`src/pkg/eps_pkg.sv`:
```
// eps_pkg: offsets, reset values, field layouts and types of the pwm stage
// assumes an 8-bit register port with a 4-bit word address
package eps_pkg;

    localparam int unsigned ADDR_W = 4;
    localparam int unsigned DATA_W = 8;

    // register offsets
    localparam logic [3:0] PERIOD_REGISTER_OFS      = 4'h0;
    localparam logic [3:0] PERIOD_TIMER_OFS         = 4'h1;
    localparam logic [3:0] PWM_CONTROL_REG_OFS      = 4'h2;
    localparam logic [3:0] DUTY_HIGH_BYTE_OFS       = 4'h3;
    localparam logic [3:0] PERIPHERAL_FLAG_REG_OFS  = 4'h4;
    localparam logic [3:0] PERIOD_TIMER_CONTROL_OFS = 4'h5;
    localparam logic [3:0] PIN_DIRECTION_OFS        = 4'h6;
    localparam logic [3:0] PWM_SHUTDOWN_CONTROL_OFS = 4'h7;
    localparam logic [3:0] RESTART_CONTROL_OFS      = 4'h8;

    // reset values
    localparam logic [7:0] PERIOD_REGISTER_RST      = 8'hFF;
    localparam logic [7:0] PERIOD_TIMER_RST         = 8'h00;
    localparam logic [7:0] PWM_CONTROL_REG_RST      = 8'h00;
    localparam logic [7:0] DUTY_HIGH_BYTE_RST       = 8'h00;
    localparam logic [7:0] PERIOD_TIMER_CONTROL_RST = 8'h00;
    localparam logic [3:0] PIN_DIRECTION_RST        = 4'hF;
    localparam logic [7:0] PWM_SHUTDOWN_CONTROL_RST = 8'h00;

    // field positions
    localparam int unsigned FLAG_MATCH_BIT   = 1;
    localparam int unsigned TMR_RUN_BIT      = 2;
    localparam int unsigned RESTART_EN_BIT   = 7;
    localparam int unsigned DUTY_LOW_LSB     = 4;
    localparam int unsigned SD_STATUS_BIT    = 7;
    localparam int unsigned SD_RSV_BIT       = 5;
    localparam logic [1:0]  PWM_MODE_PREFIX  = 2'h3;

    // prescaler terminal counts
    localparam logic [3:0] PRESC_LAST_DIV1  = 4'h0;
    localparam logic [3:0] PRESC_LAST_DIV4  = 4'h3;
    localparam logic [3:0] PRESC_LAST_DIV16 = 4'hF;
    localparam logic [1:0] SUB_LAST         = 2'h3;

    typedef enum logic [1:0] {
        EPS_DIV1  = 2'b00,
        EPS_DIV4  = 2'b01,
        EPS_DIV16 = 2'b10,
        EPS_DIVX  = 2'b11
    } eps_presc_e;

    // shutdown control register layout, msb first
    typedef struct packed {
        logic       shutdown_status;
        logic       int_pin_source_enable;
        logic       unused;
        logic       port4_source_enable;
        logic [1:0] pair_ac_off_state;
        logic [1:0] pair_bd_off_state;
    } eps_sdctl_s;

    // one bit per output, a in bit 0
    typedef struct packed {
        logic d;
        logic c;
        logic b;
        logic a;
    } eps_pins_s;

endpackage

```
`src/eps_pwm.sv`:
```
// eps_pwm: enhanced pwm output stage with level-based auto-shutdown
// assumes synchronous pin inputs, an 8-bit register port and one 200 MHz clock
`timescale 1ns/100ps

module eps_pwm (
    input  wire logic                        core_clk_in,
    input  wire logic                        srst_in,
    input  wire logic                        clk_en_in,
    input  wire logic                        sleep_in,
    input  wire logic [eps_pkg::ADDR_W-1:0]  reg_addr_in,
    input  wire logic [eps_pkg::DATA_W-1:0]  reg_wdata_in,
    input  wire logic                        reg_wr_in,
    input  wire logic                        reg_rd_in,
    output logic      [eps_pkg::DATA_W-1:0]  reg_rdata_out,
    input  wire logic                        port_b_pin0_in,
    input  wire logic                        port_b_pin4_in,
    output eps_pkg::eps_pins_s               pin_out,
    output eps_pkg::eps_pins_s               pin_oe_n_out
);

    logic [7:0]          period_register_r;
    logic [7:0]          period_timer_r;
    logic [1:0]          sub_cnt_r;
    logic [3:0]          presc_cnt_r;
    logic [7:0]          pwm_control_reg_r;
    logic [7:0]          duty_high_byte_r;
    logic [9:0]          duty_latch_r;
    logic                period_match_flag_r;
    logic [7:0]          period_timer_control_r;
    logic [3:0]          pin_direction_r;
    eps_pkg::eps_sdctl_s sdctl_r;
    logic                auto_restart_enable_r;
    logic                wait_period_r;
    logic                pwm_level_r;
    logic [7:0]          rdata_r;

    logic                run_c;
    logic                tick_c;
    logic                wrap_c;
    logic                pwm_mode_c;
    logic                cond_c;
    logic                force_c;
    logic [3:0]          presc_last_c;
    logic [9:0]          base_c;
    logic [9:0]          base_next_c;
    logic [9:0]          duty_new_c;
    logic                wr_sd_c;
    logic                wr_flag_c;
    logic                wr_tmr_c;
    eps_pkg::eps_sdctl_s sd_wr_c;
    eps_pkg::eps_presc_e presc_sel_c;

    // frozen while clock enable is low or during sleep
    assign run_c       = clk_en_in && !sleep_in;
    assign presc_sel_c = eps_pkg::eps_presc_e'(period_timer_control_r[1:0]);
    assign pwm_mode_c  = (pwm_control_reg_r[3:2] == eps_pkg::PWM_MODE_PREFIX);
    assign base_c      = {period_timer_r, sub_cnt_r};
    assign base_next_c = base_c + 10'h001;
    assign duty_new_c  = {duty_high_byte_r,
                          pwm_control_reg_r[eps_pkg::DUTY_LOW_LSB +: 2]};
    assign sd_wr_c     = eps_pkg::eps_sdctl_s'(reg_wdata_in);
    assign wr_sd_c     = clk_en_in && reg_wr_in
                         && (reg_addr_in == eps_pkg::PWM_SHUTDOWN_CONTROL_OFS);
    assign wr_flag_c   = clk_en_in && reg_wr_in
                         && (reg_addr_in == eps_pkg::PERIPHERAL_FLAG_REG_OFS);
    assign wr_tmr_c    = clk_en_in && reg_wr_in
                         && (reg_addr_in == eps_pkg::PERIOD_TIMER_OFS);

    always_comb
    begin
        case (presc_sel_c)
            eps_pkg::EPS_DIV1:  presc_last_c = eps_pkg::PRESC_LAST_DIV1;
            eps_pkg::EPS_DIV4:  presc_last_c = eps_pkg::PRESC_LAST_DIV4;
            default:            presc_last_c = eps_pkg::PRESC_LAST_DIV16;
        endcase
    end

    assign tick_c = run_c && period_timer_control_r[eps_pkg::TMR_RUN_BIT]
                    && (presc_cnt_r == presc_last_c);
    assign wrap_c = tick_c && (sub_cnt_r == eps_pkg::SUB_LAST)
                    && (period_timer_r == period_register_r);

    // level-based shutdown condition, sources ored
    assign cond_c = (sdctl_r.int_pin_source_enable && !port_b_pin0_in)
                    || (sdctl_r.port4_source_enable && !port_b_pin4_in);
    assign force_c = cond_c || sdctl_r.shutdown_status || wait_period_r;

    // prescaler
    always_ff @(posedge core_clk_in)
    begin
        if (srst_in)
            presc_cnt_r <= '0;
        else if (run_c && period_timer_control_r[eps_pkg::TMR_RUN_BIT])
        begin
            if (tick_c)
                presc_cnt_r <= '0;
            else
                presc_cnt_r <= presc_cnt_r + 4'h1;
        end
    end

    // 10-bit time base: timer with two low bits
    always_ff @(posedge core_clk_in)
    begin
        if (srst_in)
        begin
            period_timer_r <= eps_pkg::PERIOD_TIMER_RST;
            sub_cnt_r      <= '0;
        end
        else if (wr_tmr_c)
        begin
            period_timer_r <= reg_wdata_in;
            sub_cnt_r      <= '0;
        end
        else if (wrap_c)
        begin
            period_timer_r <= '0;
            sub_cnt_r      <= '0;
        end
        else if (tick_c)
        begin
            sub_cnt_r <= sub_cnt_r + 2'h1;
            if (sub_cnt_r == eps_pkg::SUB_LAST)
                period_timer_r <= period_timer_r + 8'h01;
        end
    end

    // duty double buffer and pwm level
    always_ff @(posedge core_clk_in)
    begin
        if (srst_in)
        begin
            duty_latch_r <= '0;
            pwm_level_r  <= 1'b0;
        end
        else if (clk_en_in && !pwm_mode_c)
            pwm_level_r <= 1'b0;
        else if (wrap_c)
        begin
            duty_latch_r <= duty_new_c;
            pwm_level_r  <= (duty_new_c != 10'h000);
        end
        else if (tick_c && (base_next_c == duty_latch_r))
            pwm_level_r <= 1'b0;
    end

    // period match flag, set wins over clear
    always_ff @(posedge core_clk_in)
    begin
        if (srst_in)
            period_match_flag_r <= 1'b0;
        else if (wrap_c)
            period_match_flag_r <= 1'b1;
        else if (wr_flag_c)
            period_match_flag_r <= reg_wdata_in[eps_pkg::FLAG_MATCH_BIT];
    end

    // plain software registers
    always_ff @(posedge core_clk_in)
    begin
        if (srst_in)
        begin
            period_register_r      <= eps_pkg::PERIOD_REGISTER_RST;
            pwm_control_reg_r      <= eps_pkg::PWM_CONTROL_REG_RST;
            duty_high_byte_r       <= eps_pkg::DUTY_HIGH_BYTE_RST;
            period_timer_control_r <= eps_pkg::PERIOD_TIMER_CONTROL_RST;
            pin_direction_r        <= eps_pkg::PIN_DIRECTION_RST;
            auto_restart_enable_r  <= 1'b0;
        end
        else if (clk_en_in && reg_wr_in)
        begin
            if (reg_addr_in == eps_pkg::PERIOD_REGISTER_OFS)
                period_register_r <= reg_wdata_in;
            else if (reg_addr_in == eps_pkg::PWM_CONTROL_REG_OFS)
                pwm_control_reg_r <= reg_wdata_in;
            else if (reg_addr_in == eps_pkg::DUTY_HIGH_BYTE_OFS)
                duty_high_byte_r <= reg_wdata_in;
            else if (reg_addr_in == eps_pkg::PERIOD_TIMER_CONTROL_OFS)
                period_timer_control_r <= {5'h00, reg_wdata_in[2:0]};
            else if (reg_addr_in == eps_pkg::PIN_DIRECTION_OFS)
                pin_direction_r <= reg_wdata_in[3:0];
            else if (reg_addr_in == eps_pkg::RESTART_CONTROL_OFS)
                auto_restart_enable_r <= reg_wdata_in[eps_pkg::RESTART_EN_BIT];
        end
    end

    // shutdown control and sticky status
    always_ff @(posedge core_clk_in)
    begin
        if (srst_in)
            sdctl_r <= eps_pkg::eps_sdctl_s'(eps_pkg::PWM_SHUTDOWN_CONTROL_RST);
        else if (clk_en_in)
        begin
            if (wr_sd_c)
            begin
                sdctl_r.int_pin_source_enable <= sd_wr_c.int_pin_source_enable;
                sdctl_r.port4_source_enable   <= sd_wr_c.port4_source_enable;
                sdctl_r.pair_ac_off_state     <= sd_wr_c.pair_ac_off_state;
                sdctl_r.pair_bd_off_state     <= sd_wr_c.pair_bd_off_state;
            end
            sdctl_r.unused <= 1'b0;
            if (cond_c)
                sdctl_r.shutdown_status <= 1'b1;
            else if (wr_sd_c)
                sdctl_r.shutdown_status <= sd_wr_c.shutdown_status;
            else if (auto_restart_enable_r)
                sdctl_r.shutdown_status <= 1'b0;
        end
    end

    // hold off the waveform until a fresh period begins
    always_ff @(posedge core_clk_in)
    begin
        if (srst_in)
            wait_period_r <= 1'b0;
        else if (clk_en_in)
        begin
            if (cond_c || sdctl_r.shutdown_status)
                wait_period_r <= 1'b1;
            else if (wrap_c)
                wait_period_r <= 1'b0;
        end
    end

    // read port, data one cycle after the strobe
    always_ff @(posedge core_clk_in)
    begin
        if (srst_in)
            rdata_r <= '0;
        else if (clk_en_in)
        begin
            rdata_r <= '0;
            if (reg_rd_in)
            begin
                if (reg_addr_in == eps_pkg::PERIOD_REGISTER_OFS)
                    rdata_r <= period_register_r;
                else if (reg_addr_in == eps_pkg::PERIOD_TIMER_OFS)
                    rdata_r <= period_timer_r;
                else if (reg_addr_in == eps_pkg::PWM_CONTROL_REG_OFS)
                    rdata_r <= pwm_control_reg_r;
                else if (reg_addr_in == eps_pkg::DUTY_HIGH_BYTE_OFS)
                    rdata_r <= duty_high_byte_r;
                else if (reg_addr_in == eps_pkg::PERIPHERAL_FLAG_REG_OFS)
                    rdata_r <= {6'h00, period_match_flag_r, 1'b0};
                else if (reg_addr_in == eps_pkg::PERIOD_TIMER_CONTROL_OFS)
                    rdata_r <= period_timer_control_r;
                else if (reg_addr_in == eps_pkg::PIN_DIRECTION_OFS)
                    rdata_r <= {4'h0, pin_direction_r};
                else if (reg_addr_in == eps_pkg::PWM_SHUTDOWN_CONTROL_OFS)
                    rdata_r <= sdctl_r;
                else if (reg_addr_in == eps_pkg::RESTART_CONTROL_OFS)
                    rdata_r <= {auto_restart_enable_r, 7'h00};
            end
        end
    end

    assign reg_rdata_out = rdata_r;

    // pin stage: a/c carry pwm, b/d its complement; shutdown overrides at once
    always_comb
    begin
        pin_out      = '0;
        pin_oe_n_out = pin_direction_r | {4{!pwm_mode_c}};
        if (force_c)
        begin
            pin_out.a      = sdctl_r.pair_ac_off_state[0];
            pin_out.c      = sdctl_r.pair_ac_off_state[0];
            pin_out.b      = sdctl_r.pair_bd_off_state[0];
            pin_out.d      = sdctl_r.pair_bd_off_state[0];
            pin_oe_n_out.a = pin_oe_n_out.a | sdctl_r.pair_ac_off_state[1];
            pin_oe_n_out.c = pin_oe_n_out.c | sdctl_r.pair_ac_off_state[1];
            pin_oe_n_out.b = pin_oe_n_out.b | sdctl_r.pair_bd_off_state[1];
            pin_oe_n_out.d = pin_oe_n_out.d | sdctl_r.pair_bd_off_state[1];
        end
        else
        begin
            pin_out.a = pwm_level_r;
            pin_out.c = pwm_level_r;
            pin_out.b = !pwm_level_r;
            pin_out.d = !pwm_level_r;
        end
    end
endmodule

```
`config.mk`:
```
export PLATFORM = sky130hd
export DESIGN_NAME = eps_pwm
export DESIGN_NICKNAME = d
export VERILOG_FILES = /design/src/pkg/eps_pkg.sv /design/src/eps_pwm.sv
export SDC_FILE = /design/constraint.sdc
export NUM_CORES = 1
export LEC_CHECK = 0
export ABC_AREA = 1
export ABC_CLOCK_PERIOD_IN_PS = 1500
export BUFFER_PORTS_ARGS = -buffer_cell sky130_fd_sc_hd__buf_2
export CAP_MARGIN = 10
export CORE_UTILIZATION = 46
export CTS_BUF_LIST = sky130_fd_sc_hd__clkbuf_4 sky130_fd_sc_hd__clkbuf_8
export DETAILED_ROUTE_END_ITERATION = 7
export MAX_ROUTING_LAYER = met4
export PLACE_DENSITY = 0.76
export SLEW_MARGIN = 30
export SYNTH_ARGS = -nofsm -noshare
export SYNTH_HDL_FRONTEND = slang
export SYNTH_SLANG_ARGS = --single-unit
```
`constraint.sdc`:
```
create_clock -name core_clk_in -period 1.5 [get_ports core_clk_in]
set_input_delay 0.075 -clock core_clk_in [delete_from_list [all_inputs] [get_ports core_clk_in]]
set_output_delay 0.075 -clock core_clk_in [all_outputs]
set_load 0.03 [all_outputs]
```
==> out/results.ini <==
[power]
p_leak_nw = 2.30
peakVddDrop_v = 0.000664
power_density_nw_per_um2 = 704

[clock_tree]
cts_max_level = 3
cts_tree = yes
cts_root_buf = clkbuf_8
cts.clk_slew.worst_paths_ns = 0.08
cts_buffers = 9
cts_sinks = 74
clk-insertion-delay-late_ns = 0.36
ctsHoldBuffers = 0
cts_buffer_depth = 2

[sta]
tightestPinTransition_ns = 0.537
drv_slew = 0
clock_skew_ns = 0.0168
post-route-period-util_pct = 115
setup_ws_ns = -0.224
max_slew_margin_pct = 64.2
hold_viol = 0
finalSetupViolCount = 21
fmax_mhz = 580
rsz0062_at_grt = true
period_needed_ns = 1.72
whs_ns = 0.0220

[floorplan]
die_w_um = 96.2
core_area_um2 = 8640
num_rows = 34
die_y_um = 96.2
die_area_um2 = 9260
start_util_pct = 47.3
num_io_pins = 36

[setup_path]
slowest_stage = dfxtp_2
crit_buf_inv = 5
worstSetupEndpointType = output pin
cp.arrival_ns = 1.65
required_ns = 1.42
slowest_delay_ns = 0.33
crit_fanout = 4
start_kind = flip-flop
cp_top_family = buffers and inverters
worstPathCellList = inv_2 -> o22ai_2 -> nor2_1 -> inv_2 -> nor2_4 -> inv_4 -> nor2_4 -> buf_6 -> a21oi_4 -> buf_6
path_class = reg2out

[synthesis]
synth_area_um2 = 4080
yosysMostFrequentCell = nand2_1
ys_ff_latch = 74
synth_cells = 630
synth_nets = 653
yosysWarningCount = 0
synth_edf_count = 0
ys_top_cells_by_count = nand2_1 (170), a21oi_1 (78), dfxtp_1 (74), inv_1 (68), nand3_1 (57)
yosysTopAreaCellShare_pct = 36.3
synthArstFlopShare_pct = 0
ys_types = 37
yosysTopAreaCell = dfxtp_1
ys_seq_area_share_pct = 36.3
avgSynthCellArea_um2 = 6.48
synth_area_leaders = dfxtp_1 (36%), nand2_1 (16%), a21oi_1 (9.6%)
synthFlopType = dfxtp_1

[detailed_routing]
drc = 0
vias_per_cell = 5.40
drt_iter0_drc = 459
antenna_left = 0
drt_wl_total_mm = 13.3
routedWlPerCell_um = 16.1
via_count = 4444
dr.pass1.iters = 8

[outcome]
status = finished, violations left
violations = setup timing

[finish]
nFillCells = 749
stdcell_count = 823
syn2layout_area_growth_pct = 31.1
regArea_um2 = 1500
drive_above_1_share_pct = 30.6
n_antenna_cell = 0
multi_input_area_um2 = 2530
final_net_count = 733

[grt]
grt_max_degree = 43
antenna_found_initial = 0
grt_pass1_vias = 4156
grt_pass1_wl_mm = 19.7
grt_usage_pct = 29.2
grt_overflow_total = 0

[placement]
dpl.hpwl_mm = 9.11
gp_congestion = 1.00
io_buffers = 35
placed_cells = 796
dp_slack_ns = -0.0571

[worst_hold_path]
hold_path.class = in2reg

[job]
maxCapViolCount = 0

==> registers in the layout, indices dropped and copies added, names as in the netlist <==
signal and flops:
wait_period_r 1, duty_high_byte_r 8, duty_latch_r 10, sdctl_r 7, auto_restart_enable_r 1, presc_cnt_r 4
pwm_level_r 1, pin_direction_r 4, reg_rdata_out 8, pwm_control_reg_r 8, period_match_flag_r 1, period_register_r 8
period_timer_control_r 3, sub_cnt_r 2, period_timer_r 8
==> per-layer routing <==
layer	vias to the layer above	GRT usage, %	wire length, µm
met5	-	-	0
met4	0	13.4	481
met3	39	4.82	761
met2	157	46.7	6380
met1	2044	36.1	5620
li1	2204	-	-
==> power breakdown <==
part,total (mW),internal (mW),switching [mW]
clock,1.41,0.633,0.778
combinational,0.363,0.118,0.245
sequential,1.99,1.98,0.0160
total,3.77,2.73,1.04
==> repair_timing <==
| item | in CTS | in global routing |
|---|---|---|
| pin swaps | 11 | 33 |
| hold endpoints to repair | 0 | 0 |
| setup endpoints to repair | 17 | 30 |
| gates cloned | 0 | 1 |
| setup buffers | 3 | 7 |
| resized for setup | 48 | 86 |
==> path summary, 6_finish.rpt <==
path	start	slack (ns)	cells past startpoint	endpoint
worst min register to register	reg_rdata_out[6]	0.47	2	reg_rdata_out[6]
worst min-delay path	srst_in	0.02	4	presc_cnt_r[3]
worst max-delay path	sdctl_r[4]	-0.22	10	pin_out[2]
worst max register to register	period_timer_r[0]	-0.16	11	pwm_level_r
==> metrics by stage <==
stage | setup TNS (ns) | util [%] | total power, mW | instance area, µm²
floorplan | 0 | - | 2.22 | 4090
global placement | -0.0624 | 53.7 | 2.35 | 4640
detailed placement | -0.0735 | 53.7 | 2.35 | 4640
CTS | -1.44 | 57.5 | 3.72 | 4970
global route | -4.28 | 62.0 | 3.88 | 5350
finish | -2.60 | 62.0 | 3.77 | 5350
==> cell families after synthesis <==
kind of cell / after synthesis / synth area share [%]
fa+ha+maj: 3 / 0.919
mux: 1 / 0.245
simple gates: 304 / 32.5
compound gates: 131 / 17.0
xor+xnor: 12 / 2.57
flops: 74 / 36.3
buf+inv: 105 / 10.5
==> area by class of cell <==
type | instances | area share, %
clock buffers | 11 | 2.59
inverters | 78 | 5.66
flip-flops and latches | 74 | 28.1
well taps | 108 | 2.52
multi-input cells | 452 | 47.3
repair buffers | 95 | 13.3
clock inverters | 5 | 0.584
==> worst register-to-register path, cell delays in order, from the launching register on <==
cell and delay, ns:
dfxtp_4 0.35, buf_4 0.14, ha_4 0.17, nand2_4 0.07, inv_1 0.06, buf_4 0.12
nand3_1 0.06, nand3_1 0.08, nor2_1 0.10, nand3_1 0.12, o21bai_1 0.20, a21oi_1 0.09
==> placed cells by master, fill, tap and decap left out, types with 5 or more instances in the layout <==
cell type  instances
a21oi_1           61
a21oi_2           16
buf_2             27
buf_4             52
buf_6             15
clkbuf_8           9
dfxtp_1           61
dfxtp_2           11
inv_1             60
inv_2             14
nand2_1          156
nand2_2           14
nand2_4            6
nand3_1           42
nand3_2           10
nand3_4            5
nand4_1            6
nor2_1            40
nor2_2             9
nor2_4             8
o21ai_0           31
o21ai_1            5
xor2_1            10
No activity file was read; power rests on OpenSTA's default activity.
